==> config.mk <==
export PLATFORM = sky130hd
export DESIGN_NAME = sxs_alu_top
export DESIGN_NICKNAME = d
export VERILOG_FILES = /design/src/common/sxs_pkg.sv /design/src/common/sxs_alu_if.sv /design/src/sxs_alu_core.sv /design/src/sxs_file_regs.sv /design/src/sxs_alu_top.sv
export SDC_FILE = /design/constraint.sdc
export NUM_CORES = 2
export LEC_CHECK = 0
export BUFFER_PORTS_ARGS = -buffer_cell sky130_fd_sc_hd__clkbuf_2
export CAP_MARGIN = 5
export CORE_MARGIN = 1
export CORE_UTILIZATION = 64
export DETAILED_ROUTE_END_ITERATION = 6
export PLACE_DENSITY_LB_ADDON = 0.12
export SETUP_SLACK_MARGIN = 0.4
export SYNTH_ARGS = -nofsm -noshare
export SYNTH_HDL_FRONTEND = slang
export SYNTH_SLANG_ARGS = --single-unit
export TNS_END_PERCENT = 30
==> constraint.sdc <==
create_clock -name clk_sys -period 56.9 [get_ports clk_sys]
set_input_delay 14.225 -clock clk_sys [delete_from_list [all_inputs] [get_ports clk_sys]]
set_output_delay 14.225 -clock clk_sys [all_outputs]
set_load 0.03 [all_outputs]
==> src/common/sxs_pkg.sv <==
/*
 * constants shared by the alu slice: bus map, command fields, opcodes,
 * status bit positions and reset values.
 * assumes a 32-bit axi4-lite register bus with a 12-bit byte address.
 */
package sxs_pkg;
  // ------------------------------------------------------------
  // bus
  // ------------------------------------------------------------
  localparam int ADDR_W = 12;
  localparam int DATA_W = 32;
  localparam logic [1:0] RESP_OKAY = 2'h0;
  localparam logic [1:0] RESP_SLVERR = 2'h2;
  // ------------------------------------------------------------
  // register offsets
  // ------------------------------------------------------------
  localparam logic [ADDR_W-1:0] OFF_CMD = 12'h000;
  localparam logic [ADDR_W-1:0] OFF_ACC = 12'h004;
  localparam logic [ADDR_W-1:0] OFF_STAT = 12'h008;
  localparam logic [ADDR_W-1:0] OFF_RES = 12'h00C;
  localparam logic [ADDR_W-1:0] OFF_FILE = 12'h200;
  localparam int FILE_DEPTH = 128;
  localparam int FILE_AW = 7;
  // ------------------------------------------------------------
  // command word fields
  // ------------------------------------------------------------
  localparam int CMD_LIT_LSB = 0;
  localparam int CMD_FADR_LSB = 8;
  localparam int CMD_DEST_BIT = 15;
  localparam int CMD_OP_LSB = 16;
  localparam int CMD_OP_W = 3;
  localparam int CMD_W = 19;
  // ------------------------------------------------------------
  // opcodes
  // ------------------------------------------------------------
  localparam logic [2:0] OP_SUB_ACC_FROM_FILE = 3'h1;
  localparam logic [2:0] OP_XOR_ACC_INTO_FILE = 3'h2;
  localparam logic [2:0] OP_NIBBLE_EXCHANGE_FILE = 3'h3;
  localparam logic [2:0] OP_XOR_LITERAL_ACC = 3'h4;
  localparam logic [2:0] OP_LITERAL_MINUS_ACC = 3'h5;
  localparam logic DEST_ACC = 1'b0;
  // ------------------------------------------------------------
  // status bits and reset values
  // ------------------------------------------------------------
  localparam int ST_BORROW_INV = 0;
  localparam int ST_NIBBLE_BORROW = 1;
  localparam int ST_RESULT_NULL = 2;
  localparam int ST_BUSY = 3;
  localparam int ST_BAD_OP = 4;
  localparam logic [7:0] ACC_RST = 8'h00;
  localparam logic [7:0] FILE_RST = 8'h00;
  localparam logic FLAG_RST = 1'b0;
  localparam logic [CMD_W-1:0] CMD_RST = 19'h00000;
endpackage : sxs_pkg

==> src/common/sxs_alu_if.sv <==
/*
 * carrier between the control top and the combinational alu core.
 * assumes both ends sit in the clk_sys domain.
 */
`timescale 1ns/1ps
`default_nettype none
interface sxs_alu_if;
  logic [2:0] op;
  logic dest;
  logic [7:0] acc;
  logic [7:0] fval;
  logic [7:0] lit;
  logic [7:0] result;
  logic borrow_inv;
  logic nibble_borrow;
  logic result_null;
  logic upd_carry;
  logic upd_null;
  logic wr_acc;
  logic wr_file;
  logic op_ok;
  modport core (
    input op, dest, acc, fval, lit,
    output result, borrow_inv, nibble_borrow, result_null,
    output upd_carry, upd_null, wr_acc, wr_file, op_ok
  );
  modport ctrl (
    output op, dest, acc, fval, lit,
    input result, borrow_inv, nibble_borrow, result_null,
    input upd_carry, upd_null, wr_acc, wr_file, op_ok
  );
endinterface : sxs_alu_if
`default_nettype wire

==> src/sxs_alu_core.sv <==
/*
 * combinational alu: result, flags and write targets for one command.
 * assumes the caller commits the outputs in a single cycle.
 */
`timescale 1ns/1ps
`default_nettype none
module sxs_alu_core (
  // operands and results
  sxs_alu_if.core alu
);
  // ------------------------------------------------------------
  // helpers
  // ------------------------------------------------------------
  // {borrow_inv, nibble_borrow, diff}: flag set when no borrow
  function automatic logic [9:0] sxs_sub(input logic [7:0] a,
                                         input logic [7:0] w);
    logic [8:0] d;
    logic [4:0] n;
    d = {1'b0, a} - {1'b0, w};
    n = {1'b0, a[3:0]} - {1'b0, w[3:0]};
    return {~d[8], ~n[4], d[7:0]};
  endfunction : sxs_sub

  function automatic logic sxs_null(input logic [7:0] r);
    return (r == 8'h00);
  endfunction : sxs_null

  // ------------------------------------------------------------
  // operation select
  // ------------------------------------------------------------
  always_comb begin
    logic [9:0] s;
    s = 10'h000;
    alu.result = 8'h00;
    alu.borrow_inv = 1'b0;
    alu.nibble_borrow = 1'b0;
    alu.upd_carry = 1'b0;
    alu.upd_null = 1'b0;
    alu.wr_acc = 1'b0;
    alu.wr_file = 1'b0;
    alu.op_ok = 1'b1;
    case (alu.op)
      sxs_pkg::OP_SUB_ACC_FROM_FILE: begin
        s = sxs_sub(alu.fval, alu.acc);
        alu.result = s[7:0];
        alu.borrow_inv = s[9];
        alu.nibble_borrow = s[8];
        alu.upd_carry = 1'b1;
        alu.upd_null = 1'b1;
        alu.wr_acc = (alu.dest == sxs_pkg::DEST_ACC);
        alu.wr_file = (alu.dest != sxs_pkg::DEST_ACC);
      end
      sxs_pkg::OP_XOR_ACC_INTO_FILE: begin
        alu.result = alu.acc ^ alu.fval;
        alu.upd_null = 1'b1;
        alu.wr_acc = (alu.dest == sxs_pkg::DEST_ACC);
        alu.wr_file = (alu.dest != sxs_pkg::DEST_ACC);
      end
      sxs_pkg::OP_NIBBLE_EXCHANGE_FILE: begin
        alu.result = {alu.fval[3:0], alu.fval[7:4]};
        alu.wr_acc = (alu.dest == sxs_pkg::DEST_ACC);
        alu.wr_file = (alu.dest != sxs_pkg::DEST_ACC);
      end
      sxs_pkg::OP_XOR_LITERAL_ACC: begin
        alu.result = alu.acc ^ alu.lit;
        alu.upd_null = 1'b1;
        alu.wr_acc = 1'b1;
      end
      sxs_pkg::OP_LITERAL_MINUS_ACC: begin
        s = sxs_sub(alu.lit, alu.acc);
        alu.result = s[7:0];
        alu.borrow_inv = s[9];
        alu.nibble_borrow = s[8];
        alu.upd_carry = 1'b1;
        alu.upd_null = 1'b1;
        alu.wr_acc = 1'b1;
      end
      default: begin
        alu.op_ok = 1'b0;
      end
    endcase
  end

  assign alu.result_null = sxs_null(alu.result);
endmodule : sxs_alu_core
`default_nettype wire

==> src/sxs_file_regs.sv <==
/*
 * file register array: one write port, two asynchronous read ports.
 * assumes writes from bus and alu never fall in the same cycle.
 */
`timescale 1ns/1ps
`default_nettype none
module sxs_file_regs #(
  parameter int DEPTH = 128,
  parameter int AW = 7
) (
  // clock and reset
  input wire logic clk_sys,
  input wire logic rst,
  // write port
  input wire logic wr_en,
  input wire logic [AW-1:0] wr_addr,
  input wire logic [7:0] wr_data,
  // read ports
  input wire logic [AW-1:0] rd_a_addr,
  output logic [7:0] rd_a_data,
  input wire logic [AW-1:0] rd_b_addr,
  output logic [7:0] rd_b_data
);
  if (DEPTH != (1 << AW)) begin : g_chk
    $error("file depth must be two to the address width");
  end

  logic [7:0] mem_r [DEPTH];
  logic [7:0] mem_nxt [DEPTH];

  always_comb begin
    mem_nxt = mem_r;
    if (wr_en) begin
      mem_nxt[wr_addr] = wr_data;
    end
  end

  always_ff @(posedge clk_sys or posedge rst) begin
    if (rst) begin
      for (int i = 0; i < DEPTH; i++) begin
        mem_r[i] <= sxs_pkg::FILE_RST;
      end
    end else begin
      mem_r <= mem_nxt;
    end
  end

  assign rd_a_data = mem_r[rd_a_addr];
  assign rd_b_data = mem_r[rd_b_addr];
endmodule : sxs_file_regs
`default_nettype wire

==> src/sxs_alu_top.sv <==
/*
 * alu slice top: axi4-lite slave, accumulator, flags, command launch
 * and file register array.
 * assumes one clock, clk_sys at 200 MHz, and a well-behaved master.
 */
// What this block does
// - file-minus-accumulator subtraction, file address 0..127, updates all three flags.
// - destination bit 0 writes accumulator, 1 writes back the file register.
// - borrow flags clear when accumulator (or its low nibble) exceeds file operand.
// - accumulator xor file register, routed by destination, touches only null flag.
// - nibble exchange of a file register, routed by destination, no flags change.
// - accumulator xor 8-bit literal into accumulator, updates null flag.
// - literal minus accumulator into accumulator, same three flags and borrow sense.
`timescale 1ns/1ps
`default_nettype none
module sxs_alu_top (
  // clock and reset
  input wire logic clk_sys,
  input wire logic rst,
  // write address
  input wire logic [11:0] s_axi_awaddr,
  input wire logic [2:0] s_axi_awprot,
  input wire logic s_axi_awvalid,
  output logic s_axi_awready,
  // write data
  input wire logic [31:0] s_axi_wdata,
  input wire logic [3:0] s_axi_wstrb,
  input wire logic s_axi_wvalid,
  output logic s_axi_wready,
  // write response
  output logic [1:0] s_axi_bresp,
  output logic s_axi_bvalid,
  input wire logic s_axi_bready,
  // read address
  input wire logic [11:0] s_axi_araddr,
  input wire logic [2:0] s_axi_arprot,
  input wire logic s_axi_arvalid,
  output logic s_axi_arready,
  // read data
  output logic [31:0] s_axi_rdata,
  output logic [1:0] s_axi_rresp,
  output logic s_axi_rvalid,
  input wire logic s_axi_rready
);
  localparam int AW = sxs_pkg::ADDR_W;
  localparam int DW = sxs_pkg::DATA_W;
  localparam int FAW = sxs_pkg::FILE_AW;

  // ------------------------------------------------------------
  // helpers
  // ------------------------------------------------------------
  function automatic logic [DW-1:0] sxs_merge(input logic [DW-1:0] old,
                                              input logic [DW-1:0] nw,
                                              input logic [3:0] strb);
    logic [DW-1:0] r;
    r = old;
    for (int b = 0; b < 4; b++) begin
      if (strb[b]) begin
        r[8*b +: 8] = nw[8*b +: 8];
      end
    end
    return r;
  endfunction : sxs_merge

  function automatic logic sxs_in_file(input logic [AW-1:0] a);
    return (a >= sxs_pkg::OFF_FILE) &&
           (a < sxs_pkg::OFF_FILE + AW'(4 * sxs_pkg::FILE_DEPTH));
  endfunction : sxs_in_file

  function automatic logic [FAW-1:0] sxs_file_idx(input logic [AW-1:0] a);
    return a[FAW+1:2];
  endfunction : sxs_file_idx

  // ------------------------------------------------------------
  // state
  // ------------------------------------------------------------
  typedef enum logic {WR_IDLE, WR_RESP} sxs_wr_t;

  sxs_wr_t wst_r, wst_nxt;
  logic aw_have_r, aw_have_nxt;
  logic [AW-1:0] awaddr_r, awaddr_nxt;
  logic w_have_r, w_have_nxt;
  logic [DW-1:0] wdata_r, wdata_nxt;
  logic [3:0] wstrb_r, wstrb_nxt;
  logic [1:0] bresp_r, bresp_nxt;
  logic rvalid_r, rvalid_nxt;
  logic [DW-1:0] rdata_r, rdata_nxt;
  logic [1:0] rresp_r, rresp_nxt;
  logic [7:0] acc_r, acc_nxt;
  logic c_r, c_nxt;
  logic nb_r, nb_nxt;
  logic z_r, z_nxt;
  logic bad_r, bad_nxt;
  logic [sxs_pkg::CMD_W-1:0] cmd_r, cmd_nxt;
  logic exec_r, exec_nxt;
  logic [7:0] res_r, res_nxt;

  logic commit;
  logic fw_en;
  logic [FAW-1:0] fw_addr;
  logic [7:0] fw_data;
  logic [7:0] f_bus;
  logic [7:0] f_alu;
  logic [FAW-1:0] cmd_fadr;
  logic [DW-1:0] stat_word;

  sxs_alu_if alu ();

  // ------------------------------------------------------------
  // sub-blocks
  // ------------------------------------------------------------
  sxs_alu_core u_core (
    .alu(alu.core)
  );

  sxs_file_regs #(
    .DEPTH(sxs_pkg::FILE_DEPTH),
    .AW(FAW)
  ) u_file (
    .clk_sys(clk_sys),
    .rst(rst),
    .wr_en(fw_en),
    .wr_addr(fw_addr),
    .wr_data(fw_data),
    .rd_a_addr(sxs_file_idx(s_axi_araddr)),
    .rd_a_data(f_bus),
    .rd_b_addr(cmd_fadr),
    .rd_b_data(f_alu)
  );

  // ------------------------------------------------------------
  // operand routing
  // ------------------------------------------------------------
  // file address is 7 bits, so the full 0..127 range is reachable
  assign cmd_fadr = cmd_r[sxs_pkg::CMD_FADR_LSB +: FAW];
  assign alu.op = cmd_r[sxs_pkg::CMD_OP_LSB +: sxs_pkg::CMD_OP_W];
  assign alu.dest = cmd_r[sxs_pkg::CMD_DEST_BIT];
  assign alu.lit = cmd_r[sxs_pkg::CMD_LIT_LSB +: 8];
  assign alu.acc = acc_r;
  assign alu.fval = f_alu;

  assign stat_word = DW'({bad_r, exec_r, z_r, nb_r, c_r});

  // ------------------------------------------------------------
  // bus handshakes
  // ------------------------------------------------------------
  assign s_axi_awready = ~aw_have_r;
  assign s_axi_wready = ~w_have_r;
  assign s_axi_arready = ~rvalid_r;
  assign s_axi_bvalid = (wst_r == WR_RESP);
  assign s_axi_bresp = bresp_r;
  assign s_axi_rvalid = rvalid_r;
  assign s_axi_rdata = rdata_r;
  assign s_axi_rresp = rresp_r;

  assign commit = aw_have_r & w_have_r & (wst_r == WR_IDLE);

  // ------------------------------------------------------------
  // write channel and register updates
  // ------------------------------------------------------------
  // the alu commits one cycle after a command write; the next bus
  // write cannot commit before that, so the file port never clashes
  always_comb begin
    logic [DW-1:0] wv, cv;
    wv = sxs_merge({DW{1'b0}}, wdata_r, wstrb_r);
    cv = sxs_merge(DW'(cmd_r), wdata_r, wstrb_r);
    wst_nxt = wst_r;
    aw_have_nxt = aw_have_r;
    awaddr_nxt = awaddr_r;
    w_have_nxt = w_have_r;
    wdata_nxt = wdata_r;
    wstrb_nxt = wstrb_r;
    bresp_nxt = bresp_r;
    acc_nxt = acc_r;
    c_nxt = c_r;
    nb_nxt = nb_r;
    z_nxt = z_r;
    bad_nxt = bad_r;
    cmd_nxt = cmd_r;
    exec_nxt = 1'b0;
    res_nxt = res_r;
    fw_en = 1'b0;
    fw_addr = cmd_fadr;
    fw_data = alu.result;
    if (s_axi_awvalid && !aw_have_r) begin
      aw_have_nxt = 1'b1;
      awaddr_nxt = s_axi_awaddr;
    end
    if (s_axi_wvalid && !w_have_r) begin
      w_have_nxt = 1'b1;
      wdata_nxt = s_axi_wdata;
      wstrb_nxt = s_axi_wstrb;
    end
    if (exec_r) begin
      bad_nxt = ~alu.op_ok;
      res_nxt = alu.op_ok ? alu.result : res_r;
      if (alu.wr_acc) begin
        acc_nxt = alu.result;
      end
      if (alu.wr_file) begin
        fw_en = 1'b1;
      end
      if (alu.upd_carry) begin
        c_nxt = alu.borrow_inv;
        nb_nxt = alu.nibble_borrow;
      end
      if (alu.upd_null) begin
        z_nxt = alu.result_null;
      end
    end
    if (commit) begin
      aw_have_nxt = 1'b0;
      w_have_nxt = 1'b0;
      wst_nxt = WR_RESP;
      bresp_nxt = sxs_pkg::RESP_OKAY;
      if (awaddr_r == sxs_pkg::OFF_CMD) begin
        cmd_nxt = cv[sxs_pkg::CMD_W-1:0];
        exec_nxt = 1'b1;
      end else if (awaddr_r == sxs_pkg::OFF_ACC) begin
        if (wstrb_r[0]) begin
          acc_nxt = wv[7:0];
        end
      end else if (awaddr_r == sxs_pkg::OFF_STAT) begin
        if (wstrb_r[0]) begin
          c_nxt = wv[sxs_pkg::ST_BORROW_INV];
          nb_nxt = wv[sxs_pkg::ST_NIBBLE_BORROW];
          z_nxt = wv[sxs_pkg::ST_RESULT_NULL];
        end
      end else if (awaddr_r == sxs_pkg::OFF_RES) begin
        bresp_nxt = sxs_pkg::RESP_OKAY;
      end else if (sxs_in_file(awaddr_r)) begin
        fw_en = wstrb_r[0];
        fw_addr = sxs_file_idx(awaddr_r);
        fw_data = wv[7:0];
      end else begin
        bresp_nxt = sxs_pkg::RESP_SLVERR;
      end
    end
    if ((wst_r == WR_RESP) && s_axi_bready) begin
      wst_nxt = WR_IDLE;
    end
  end

  // ------------------------------------------------------------
  // read channel
  // ------------------------------------------------------------
  always_comb begin
    rvalid_nxt = rvalid_r;
    rdata_nxt = rdata_r;
    rresp_nxt = rresp_r;
    if (rvalid_r && s_axi_rready) begin
      rvalid_nxt = 1'b0;
    end
    if (s_axi_arvalid && !rvalid_r) begin
      rvalid_nxt = 1'b1;
      rresp_nxt = sxs_pkg::RESP_OKAY;
      rdata_nxt = {DW{1'b0}};
      if (s_axi_araddr == sxs_pkg::OFF_CMD) begin
        rdata_nxt = DW'(cmd_r);
      end else if (s_axi_araddr == sxs_pkg::OFF_ACC) begin
        rdata_nxt = DW'(acc_r);
      end else if (s_axi_araddr == sxs_pkg::OFF_STAT) begin
        rdata_nxt = stat_word;
      end else if (s_axi_araddr == sxs_pkg::OFF_RES) begin
        rdata_nxt = DW'(res_r);
      end else if (sxs_in_file(s_axi_araddr)) begin
        rdata_nxt = DW'(f_bus);
      end else begin
        rresp_nxt = sxs_pkg::RESP_SLVERR;
      end
    end
  end

  // ------------------------------------------------------------
  // registers
  // ------------------------------------------------------------
  always_ff @(posedge clk_sys or posedge rst) begin
    if (rst) begin
      wst_r <= WR_IDLE;
      aw_have_r <= 1'b0;
      awaddr_r <= '0;
      w_have_r <= 1'b0;
      wdata_r <= '0;
      wstrb_r <= 4'h0;
      bresp_r <= sxs_pkg::RESP_OKAY;
      rvalid_r <= 1'b0;
      rdata_r <= '0;
      rresp_r <= sxs_pkg::RESP_OKAY;
      acc_r <= sxs_pkg::ACC_RST;
      c_r <= sxs_pkg::FLAG_RST;
      nb_r <= sxs_pkg::FLAG_RST;
      z_r <= sxs_pkg::FLAG_RST;
      bad_r <= 1'b0;
      cmd_r <= sxs_pkg::CMD_RST;
      exec_r <= 1'b0;
      res_r <= 8'h00;
    end else begin
      wst_r <= wst_nxt;
      aw_have_r <= aw_have_nxt;
      awaddr_r <= awaddr_nxt;
      w_have_r <= w_have_nxt;
      wdata_r <= wdata_nxt;
      wstrb_r <= wstrb_nxt;
      bresp_r <= bresp_nxt;
      rvalid_r <= rvalid_nxt;
      rdata_r <= rdata_nxt;
      rresp_r <= rresp_nxt;
      acc_r <= acc_nxt;
      c_r <= c_nxt;
      nb_r <= nb_nxt;
      z_r <= z_nxt;
      bad_r <= bad_nxt;
      cmd_r <= cmd_nxt;
      exec_r <= exec_nxt;
      res_r <= res_nxt;
    end
  end
endmodule : sxs_alu_top
`default_nettype wire

==> Word-level counts from Yosys, hierarchy flattened <==
Index checks and enable logic that the tools add are counted.
W data, S select, Z words.
{ "word_totals": {"register_bits": 1138, "out_inout_bits": 41} }
{ "op_classes": {"add_sub_neg": 4, "order_cmp": 8, "n_eq_ne": 11, "mux": 90, "bitwise_logic": 17, "reduce_logical": 27} }
{ "ops": {"columns": ["operator", "count"], "rows": [
  ["$bwmux W1024", 1],
  ["$mux W8", 22],
  ["$bmux W8 S7", 2],
  ["$demux W8 S7", 1],
  ["$eq A12 B4 Y1 const B", 4],
  ["$mux W1", 43],
  ["$mux W7", 6],
  ["$pmux W8 S5", 1],
  ["$eq A12 B3 Y1 const B", 2],
  ["$ge A12 B10 Y1 const B", 2],
  ["$ge A8 B8 Y1 const B", 3],
  ["$logic_not A12 Y1", 2],
  ["$lt A12 B11 Y1 const B", 2],
  ["$not A7 Y8", 3],
  ["$mux W2", 10],
  ["$mux W19", 1],
  ["$sub A8 B8 Y9", 2],
  ["$xor A8 B8 Y8", 2],
  ["$not A1 Y1", 10],
  ["$sub A4 B4 Y5", 2],
  ["$reduce_and A3 Y1", 3],
  ["$logic_and A1 B1 Y1", 8],
  ["$logic_not A8 Y1", 1],
  ["$lt A8 B1 Y1 const B", 1],
  ["12 further kinds", 23]
]} }

==> Depth between registers and ports, before layout <==
{ "depth": {"ltp_word": 14, "depth_mapped": 25, "ltp_nobuf": 18} }

==> Hierarchy <==
From an unflattened synthesis, not the netlist that was laid out.
{ "hier_totals": {"cells_unflattened": 3734, "area_unflattened_um2": 60220.3} }
{ "modules_own_cells": {"columns": ["module", "n_inst", "cells_per_inst", "area_each_um2"], "rows": [
  ["sxs_file_regs", 1, 3207, 54474.7],
  ["sxs_alu_top", 1, 357, 4549.4],
  ["sxs_alu_core", 1, 170, 1196.1]
]} }

==> Least setup slack after synthesis <==
Ideal clock, no wire load.
{ "synth_path": {"kind": "input port to flip-flop", "from": "input port s_axi_araddr[2]", "to": "register rdata_r[3], in the netlist s_axi_rdata[3]", "setup_time_ns": 0.124, "arrival_time_ns": 17.277, "required_time_ns": 56.776, "path_slack_ns": 39.499, "path_stages": 12, "n_path_buf": 4, "path_cell_list": "clkbuf_1 > buf_2 > buf_1 > clkbuf_1 > mux4_2 > mux4_2 > a211oi_1 > a211oi_1 > a21oi_1 > o32ai_1 > nand2_1 > nand3_1"} }
{ "synth_via": {"elab_chain_cells": 9, "elab_cells_between_ends": 16, "classes_between": "order compare (2); eq/ne (3); mux (8); bitwise (1); reduce/logical (2)"} }
{ "synth_lines": {"columns": ["element", "line_no", "rtl"], "rows": [
  ["start, declared", "sxs_alu_top.sv:35", "input wire logic [11:0] s_axi_araddr,"],
  ["$not A7 Y8 (implied by the code)", "sxs_file_regs.sv:48", "assign rd_a_data = mem_r[rd_a_addr];"],
  ["$bmux W8 S7", "sxs_file_regs.sv:48", null],
  ["$mux W8 (implied by the code) (2 in series)", "sxs_file_regs.sv:48", null],
  ["$mux W8", "sxs_alu_top.sv:266", "end else if (sxs_in_file(s_axi_araddr)) begin"],
  ["$mux W8", "sxs_alu_top.sv:264", "end else if (s_axi_araddr == sxs_pkg::OFF_RES) begin"],
  ["$mux W8", "sxs_alu_top.sv:262", "end else if (s_axi_araddr == sxs_pkg::OFF_STAT) begin"],
  ["$mux W8", "sxs_alu_top.sv:260", "end else if (s_axi_araddr == sxs_pkg::OFF_ACC) begin"],
  ["$mux W19 *", "sxs_alu_top.sv:258", "if (s_axi_araddr == sxs_pkg::OFF_CMD) begin"],
  ["end signal, assigned", "sxs_alu_top.sv:306", "rdata_r <= rdata_nxt;"],
  ["end, declared", "sxs_alu_top.sv:87", "logic [DW-1:0] rdata_r, rdata_nxt;"]
]} }
Every way passes the cells marked *; elsewhere a longest branch is shown, timed or not. The select of a mux whose other input is x is not followed.
A chain may end at the register's enable or synchronous reset.

==> Worst setup path after layout <==
Same ends and word-level chain as after synthesis.

==> results <==
- The run finished with clean final reports.
- The floorplan has 111 rows.
- The analysis attributes to cell leakage a power of 27.0 nW.
- The pin count of the biggest net entering global routing is 183.
- For this run, the leading register cell type out of synthesis is sky130_fd_sc_hd__dfrtp_1.
- Max-cap violations in this run came to 0.
- Of the total power, combinational logic draws 0.111.
- Measured against its own limit, the worst slew margin works out to 0.0826.
- For flop-to-flop paths, the worst setup slack is 47540 ps.
- Across the routed clock network, the largest skew measured is 35.6 ps.
- Yosys mapped the design onto 79 distinct sky130hd cell types.
- The wire-length estimate of the detail-placed layout is 134000 um.
- In this run the critical register-to-register path is launched from cmd_r[9].
- The area share of the leading cell type in the synthesized netlist is 0.474.
- The routed layout has 47800 vias.
- STA classifies the critical path endpoint as a flop.
- The overall power after layout is between 1.5 and 2 mW.
- The sum of negative setup slack is 0 ps.
- The total area inside the core boundary comes to 91700 sq um.
- The final layout net count is around 5500.
- The number of pins exceeding their max-slew limit in the final report came to 0.
- The clock net in this run drives a total of 1123 sinks.
- The sequential element share of the synthesized area is 0.474.
- The synthesized design contains 0 enable-type register cells.
- Global routing finished with a remaining overflow of 0.
- In this run the worst path has a maximum fanout of between 70 and 80.
- The end point of the critical path is s_axi_rdata[3].
- Measured in cells, the most critical reg-to-reg path has a length of 23.
- The post-synthesis async set-or-reset flop share is 1.00.
- Clock-pin slew was measured on the worst setup and hold paths at 50 ps.
- The net switching power of the design is 497 uW.
- The placed instances occupy a cell area of 60500 sq um.
- The number of port buffers is 78.
- CTS built an H-tree with a depth of 3.
- The number of global-route vias before repair is 46000.
- The per-cell routed wire length is 30.8 um.
- The largest vdd supply drop is 0.0312 mV.
- The worst hold path belongs to the class reg -> reg.
- The clock latency on the worst-skew pair is 750 ps.
- The commonest cells after synthesis are sky130_fd_sc_hd__dfrtp_1, sky130_fd_sc_hd__nor2_1, sky130_fd_sc_hd__a21oi_1.
- The final routed DRC violation total is 0.
- The count of mapped cells out of synthesis is 5503.
- In the post-synthesis netlist, the biggest area contributors are sky130_fd_sc_hd__dfrtp_1, sky130_fd_sc_hd__mux4_2, sky130_fd_sc_hd__nor2_1.
- Buffers inserted to repair hold after CTS numbered 0.
- Relative to the synthesized area, the layout overhead comes to 8.89%.
- The transition time at the pin with the least slew margin is roughly 1400 ps.
- The initial cell density of the core is 0.647.
- The portion of total power attributed to the clock network is 0.435.
- Among all cell types in the netlist, the one instantiated most often is sky130_fd_sc_hd__dfrtp_1.
- The buffer depth of the longest clock path is 3.
- The count of endpoints failing setup in the final report is 0.
- Each instance of the synthesized netlist takes up on average about 11 sq um.
- The worst path needs roughly 18000 ps of the cycle, external delays included.
- The detailed router finished its first iteration with 7089 violations.
- The final non-filler cell area is roughly 65000 sq um.
- The global placement routability congestion is 1.02.
- Measured along the y axis, the die boundary spans 306 um.
- The count of TritonRoute iterations in the first routing pass is 6.
- The number of clock buffers inserted by TritonCTS is 117.
- The beginning of the critical path is s_axi_araddr[2].
- For this run, the top clock speed supported by timing is roughly 54 MHz.
- Dividing the detail-routed via count by the number of cells gives 7.14.
- The sort of element at the start of the critical path is an input pin.
- Dividing total power by cell area gives a power density of 28.8 nW/um^2.
- Counting flops and latches in the post-synthesis netlist gives 1123.
- The number of antenna violations at the first check in global routing is 15.
- Once the clock tree was built, the resizer swapped 0 gates to a different size.
- The total global routing track utilization is 0.447.
- Setup repair after global routing left no endpoint under its margin.
- The data required time at the worst endpoint is 57510 ps.
- The total count of hold-check failures in the final report came to 0.
- The proportion of total power due to net switching is 0.267.
- The design internal power is 1.37 mW.
- The die outline area is 93900 sq um.
- The total number of yosys warnings is 0.
- The endpoint identified for the worst register-to-register timing path is u_file.mem_r[614].
- At the worst endpoint, the arrival time is approximately 19000 ps.
- The number of top-level pins is 114.
- The biggest area contributor in the post-synthesis netlist is sky130_fd_sc_hd__dfrtp_1.
- The sequential share of power is 0.455.
- The share of the clock period used by the worst path after layout is 0.323.
- The die is 306 um wide.
- The first global-routing pass estimated 305000 um of wire.
- In the final layout, the share of cells above drive strength 1 is 0.186.
- The TritonCTS clock tree is done.
- After detailed routing, the total wire length is slightly above 200000 um.
- By startpoint and endpoint, the worst setup path is classified as in -> reg.
- Summing every instance area after synthesis gives just under 60000 sq um.
- The count of nets left with antenna violations once routing finished came out at 0.
- After clock tree synthesis, the setup repair step added 0 buffers.
- The root cell of the clock tree is sky130_fd_sc_hd__clkbuf_16.
-- cells in the final DEF, fill, tap and decap left out, types with 13 or more instances in the layout --
cell type and instances:
sky130_fd_sc_hd__mux4_2 489, sky130_fd_sc_hd__bufinv_16 13, sky130_fd_sc_hd__conb_1 15, sky130_fd_sc_hd__clkinv_2 22
sky130_fd_sc_hd__a211oi_1 13, sky130_fd_sc_hd__clkbuf_16 121, sky130_fd_sc_hd__nor2b_1 26, sky130_fd_sc_hd__ha_1 17
sky130_fd_sc_hd__o31ai_1 14, sky130_fd_sc_hd__nor3_1 26, sky130_fd_sc_hd__clkbuf_8 26, sky130_fd_sc_hd__o21ai_0 418
sky130_fd_sc_hd__a31oi_1 140, sky130_fd_sc_hd__a221oi_1 25, sky130_fd_sc_hd__nor2_1 870, sky130_fd_sc_hd__mux2i_1 195
sky130_fd_sc_hd__a22oi_1 65, sky130_fd_sc_hd__a21oi_1 634, sky130_fd_sc_hd__nand2_1 566, sky130_fd_sc_hd__clkbuf_1 24
sky130_fd_sc_hd__o221ai_1 15, sky130_fd_sc_hd__clkbuf_2 74, sky130_fd_sc_hd__dfrtp_1 1117, sky130_fd_sc_hd__nand2b_1 18
sky130_fd_sc_hd__mux2_2 70, sky130_fd_sc_hd__o22ai_1 32, sky130_fd_sc_hd__buf_4 156, sky130_fd_sc_hd__inv_1 32
sky130_fd_sc_hd__nand3_1 35
-- state kept, by name, summed over array words and instances, names as in the netlist, 3 cells and up --
signal,cells
acc_r,8
awaddr_r,12
cmd_r,19
res_r,8
s_axi_rdata,19
u_file.mem_r,1024
wdata_r,19
wstrb_r,3
-- through the flow --
stage	hold WS, ps	worst slack, ps	std cells	util
6_report	474	38540	6689	0.704
4_1_cts	478	38570	6686	0.704
3_5_place_dp	466	37830	6476	0.660
2_1_floorplan	446	11050	5517	-
3_3_place_gp	459	37800	6476	0.660
5_1_grt	508	38280	6688	0.704
-- metal layers --
metal  routed length, um  global-route usage  up-vias  share of wire
li1                    -                   -    19900              -
met1               72900               0.583    23800           0.35
met2               88400               0.634     3234           0.43
met3               28800               0.165      809           0.14
met4               15900               0.288       22          0.077
met5                 146                   0        -        0.00071
-- worst max-delay path, stage by stage --
cell and delay [ps]:
sky130_fd_sc_hd__buf_8 590, sky130_fd_sc_hd__buf_4 790, sky130_fd_sc_hd__buf_4 900, sky130_fd_sc_hd__mux4_2 600, sky130_fd_sc_hd__mux4_2 530, sky130_fd_sc_hd__a211oi_1 260
sky130_fd_sc_hd__a211oi_1 130, sky130_fd_sc_hd__a21oi_1 480, sky130_fd_sc_hd__o32ai_1 180, sky130_fd_sc_hd__nand2_1 90, sky130_fd_sc_hd__nand3_1 60
-- worst min-delay path by stage --
stage | start | end | slack [ps] | depth (start not counted)
after floorplan | wdata_r[10] | cmd_r[10] | 450 | 2
after global placement | s_axi_rdata[9] | s_axi_rdata[9] | 460 | 2
after detailed placement | s_axi_rdata[9] | s_axi_rdata[9] | 470 | 2
after CTS | s_axi_rdata[9] | s_axi_rdata[9] | 480 | 2
after global routing | s_axi_rdata[16] | s_axi_rdata[16] | 510 | 2
final | s_axi_rdata[9] | s_axi_rdata[9] | 470 | 2
-- power groups by stage --
stage	logic, mW	registers (mW)	clock network (mW)
4_1_cts	0.201	0.845	0.809
5_1_grt	0.216	0.848	0.842
3_3_place_gp	0.197	0.858	0
3_5_place_dp	0.200	0.859	0
6_report	0.206	0.847	0.809
2_1_floorplan	0.135	0.851	0
-- kinds of logic (layout without fill, tap and decap cells) --
| kind of cell | Yosys count | after routing | synth area share |
|---|---|---|---|
| XOR/XNOR | 20 | 20 | 0.00295 |
| buffers and inverters | 499 | 484 | 0.0380 |
| other | 1 | 16 | 0.0000633 |
| AO/OA/AOI/OAI | 1448 | 1448 | 0.137 |
| multiplexers | 754 | 754 | 0.232 |
| AND/OR/NAND/NOR | 1639 | 1639 | 0.112 |
| flip-flops | 1123 | 1123 | 0.474 |
| adder cells (fa/ha/maj) | 19 | 19 | 0.00426 |
-- layout make-up --
cell class	instances	area, sq um
tap	1186	1480
timing repair buffer	238	1670
clock inverter	39	531
sequential	1123	28100
antenna	1	2.50
inverter	36	143
fill	6686	27100
clock buffer	171	3480
multi-input combinational	3895	29100
Note: power is estimated with default switching activity, not from simulation.
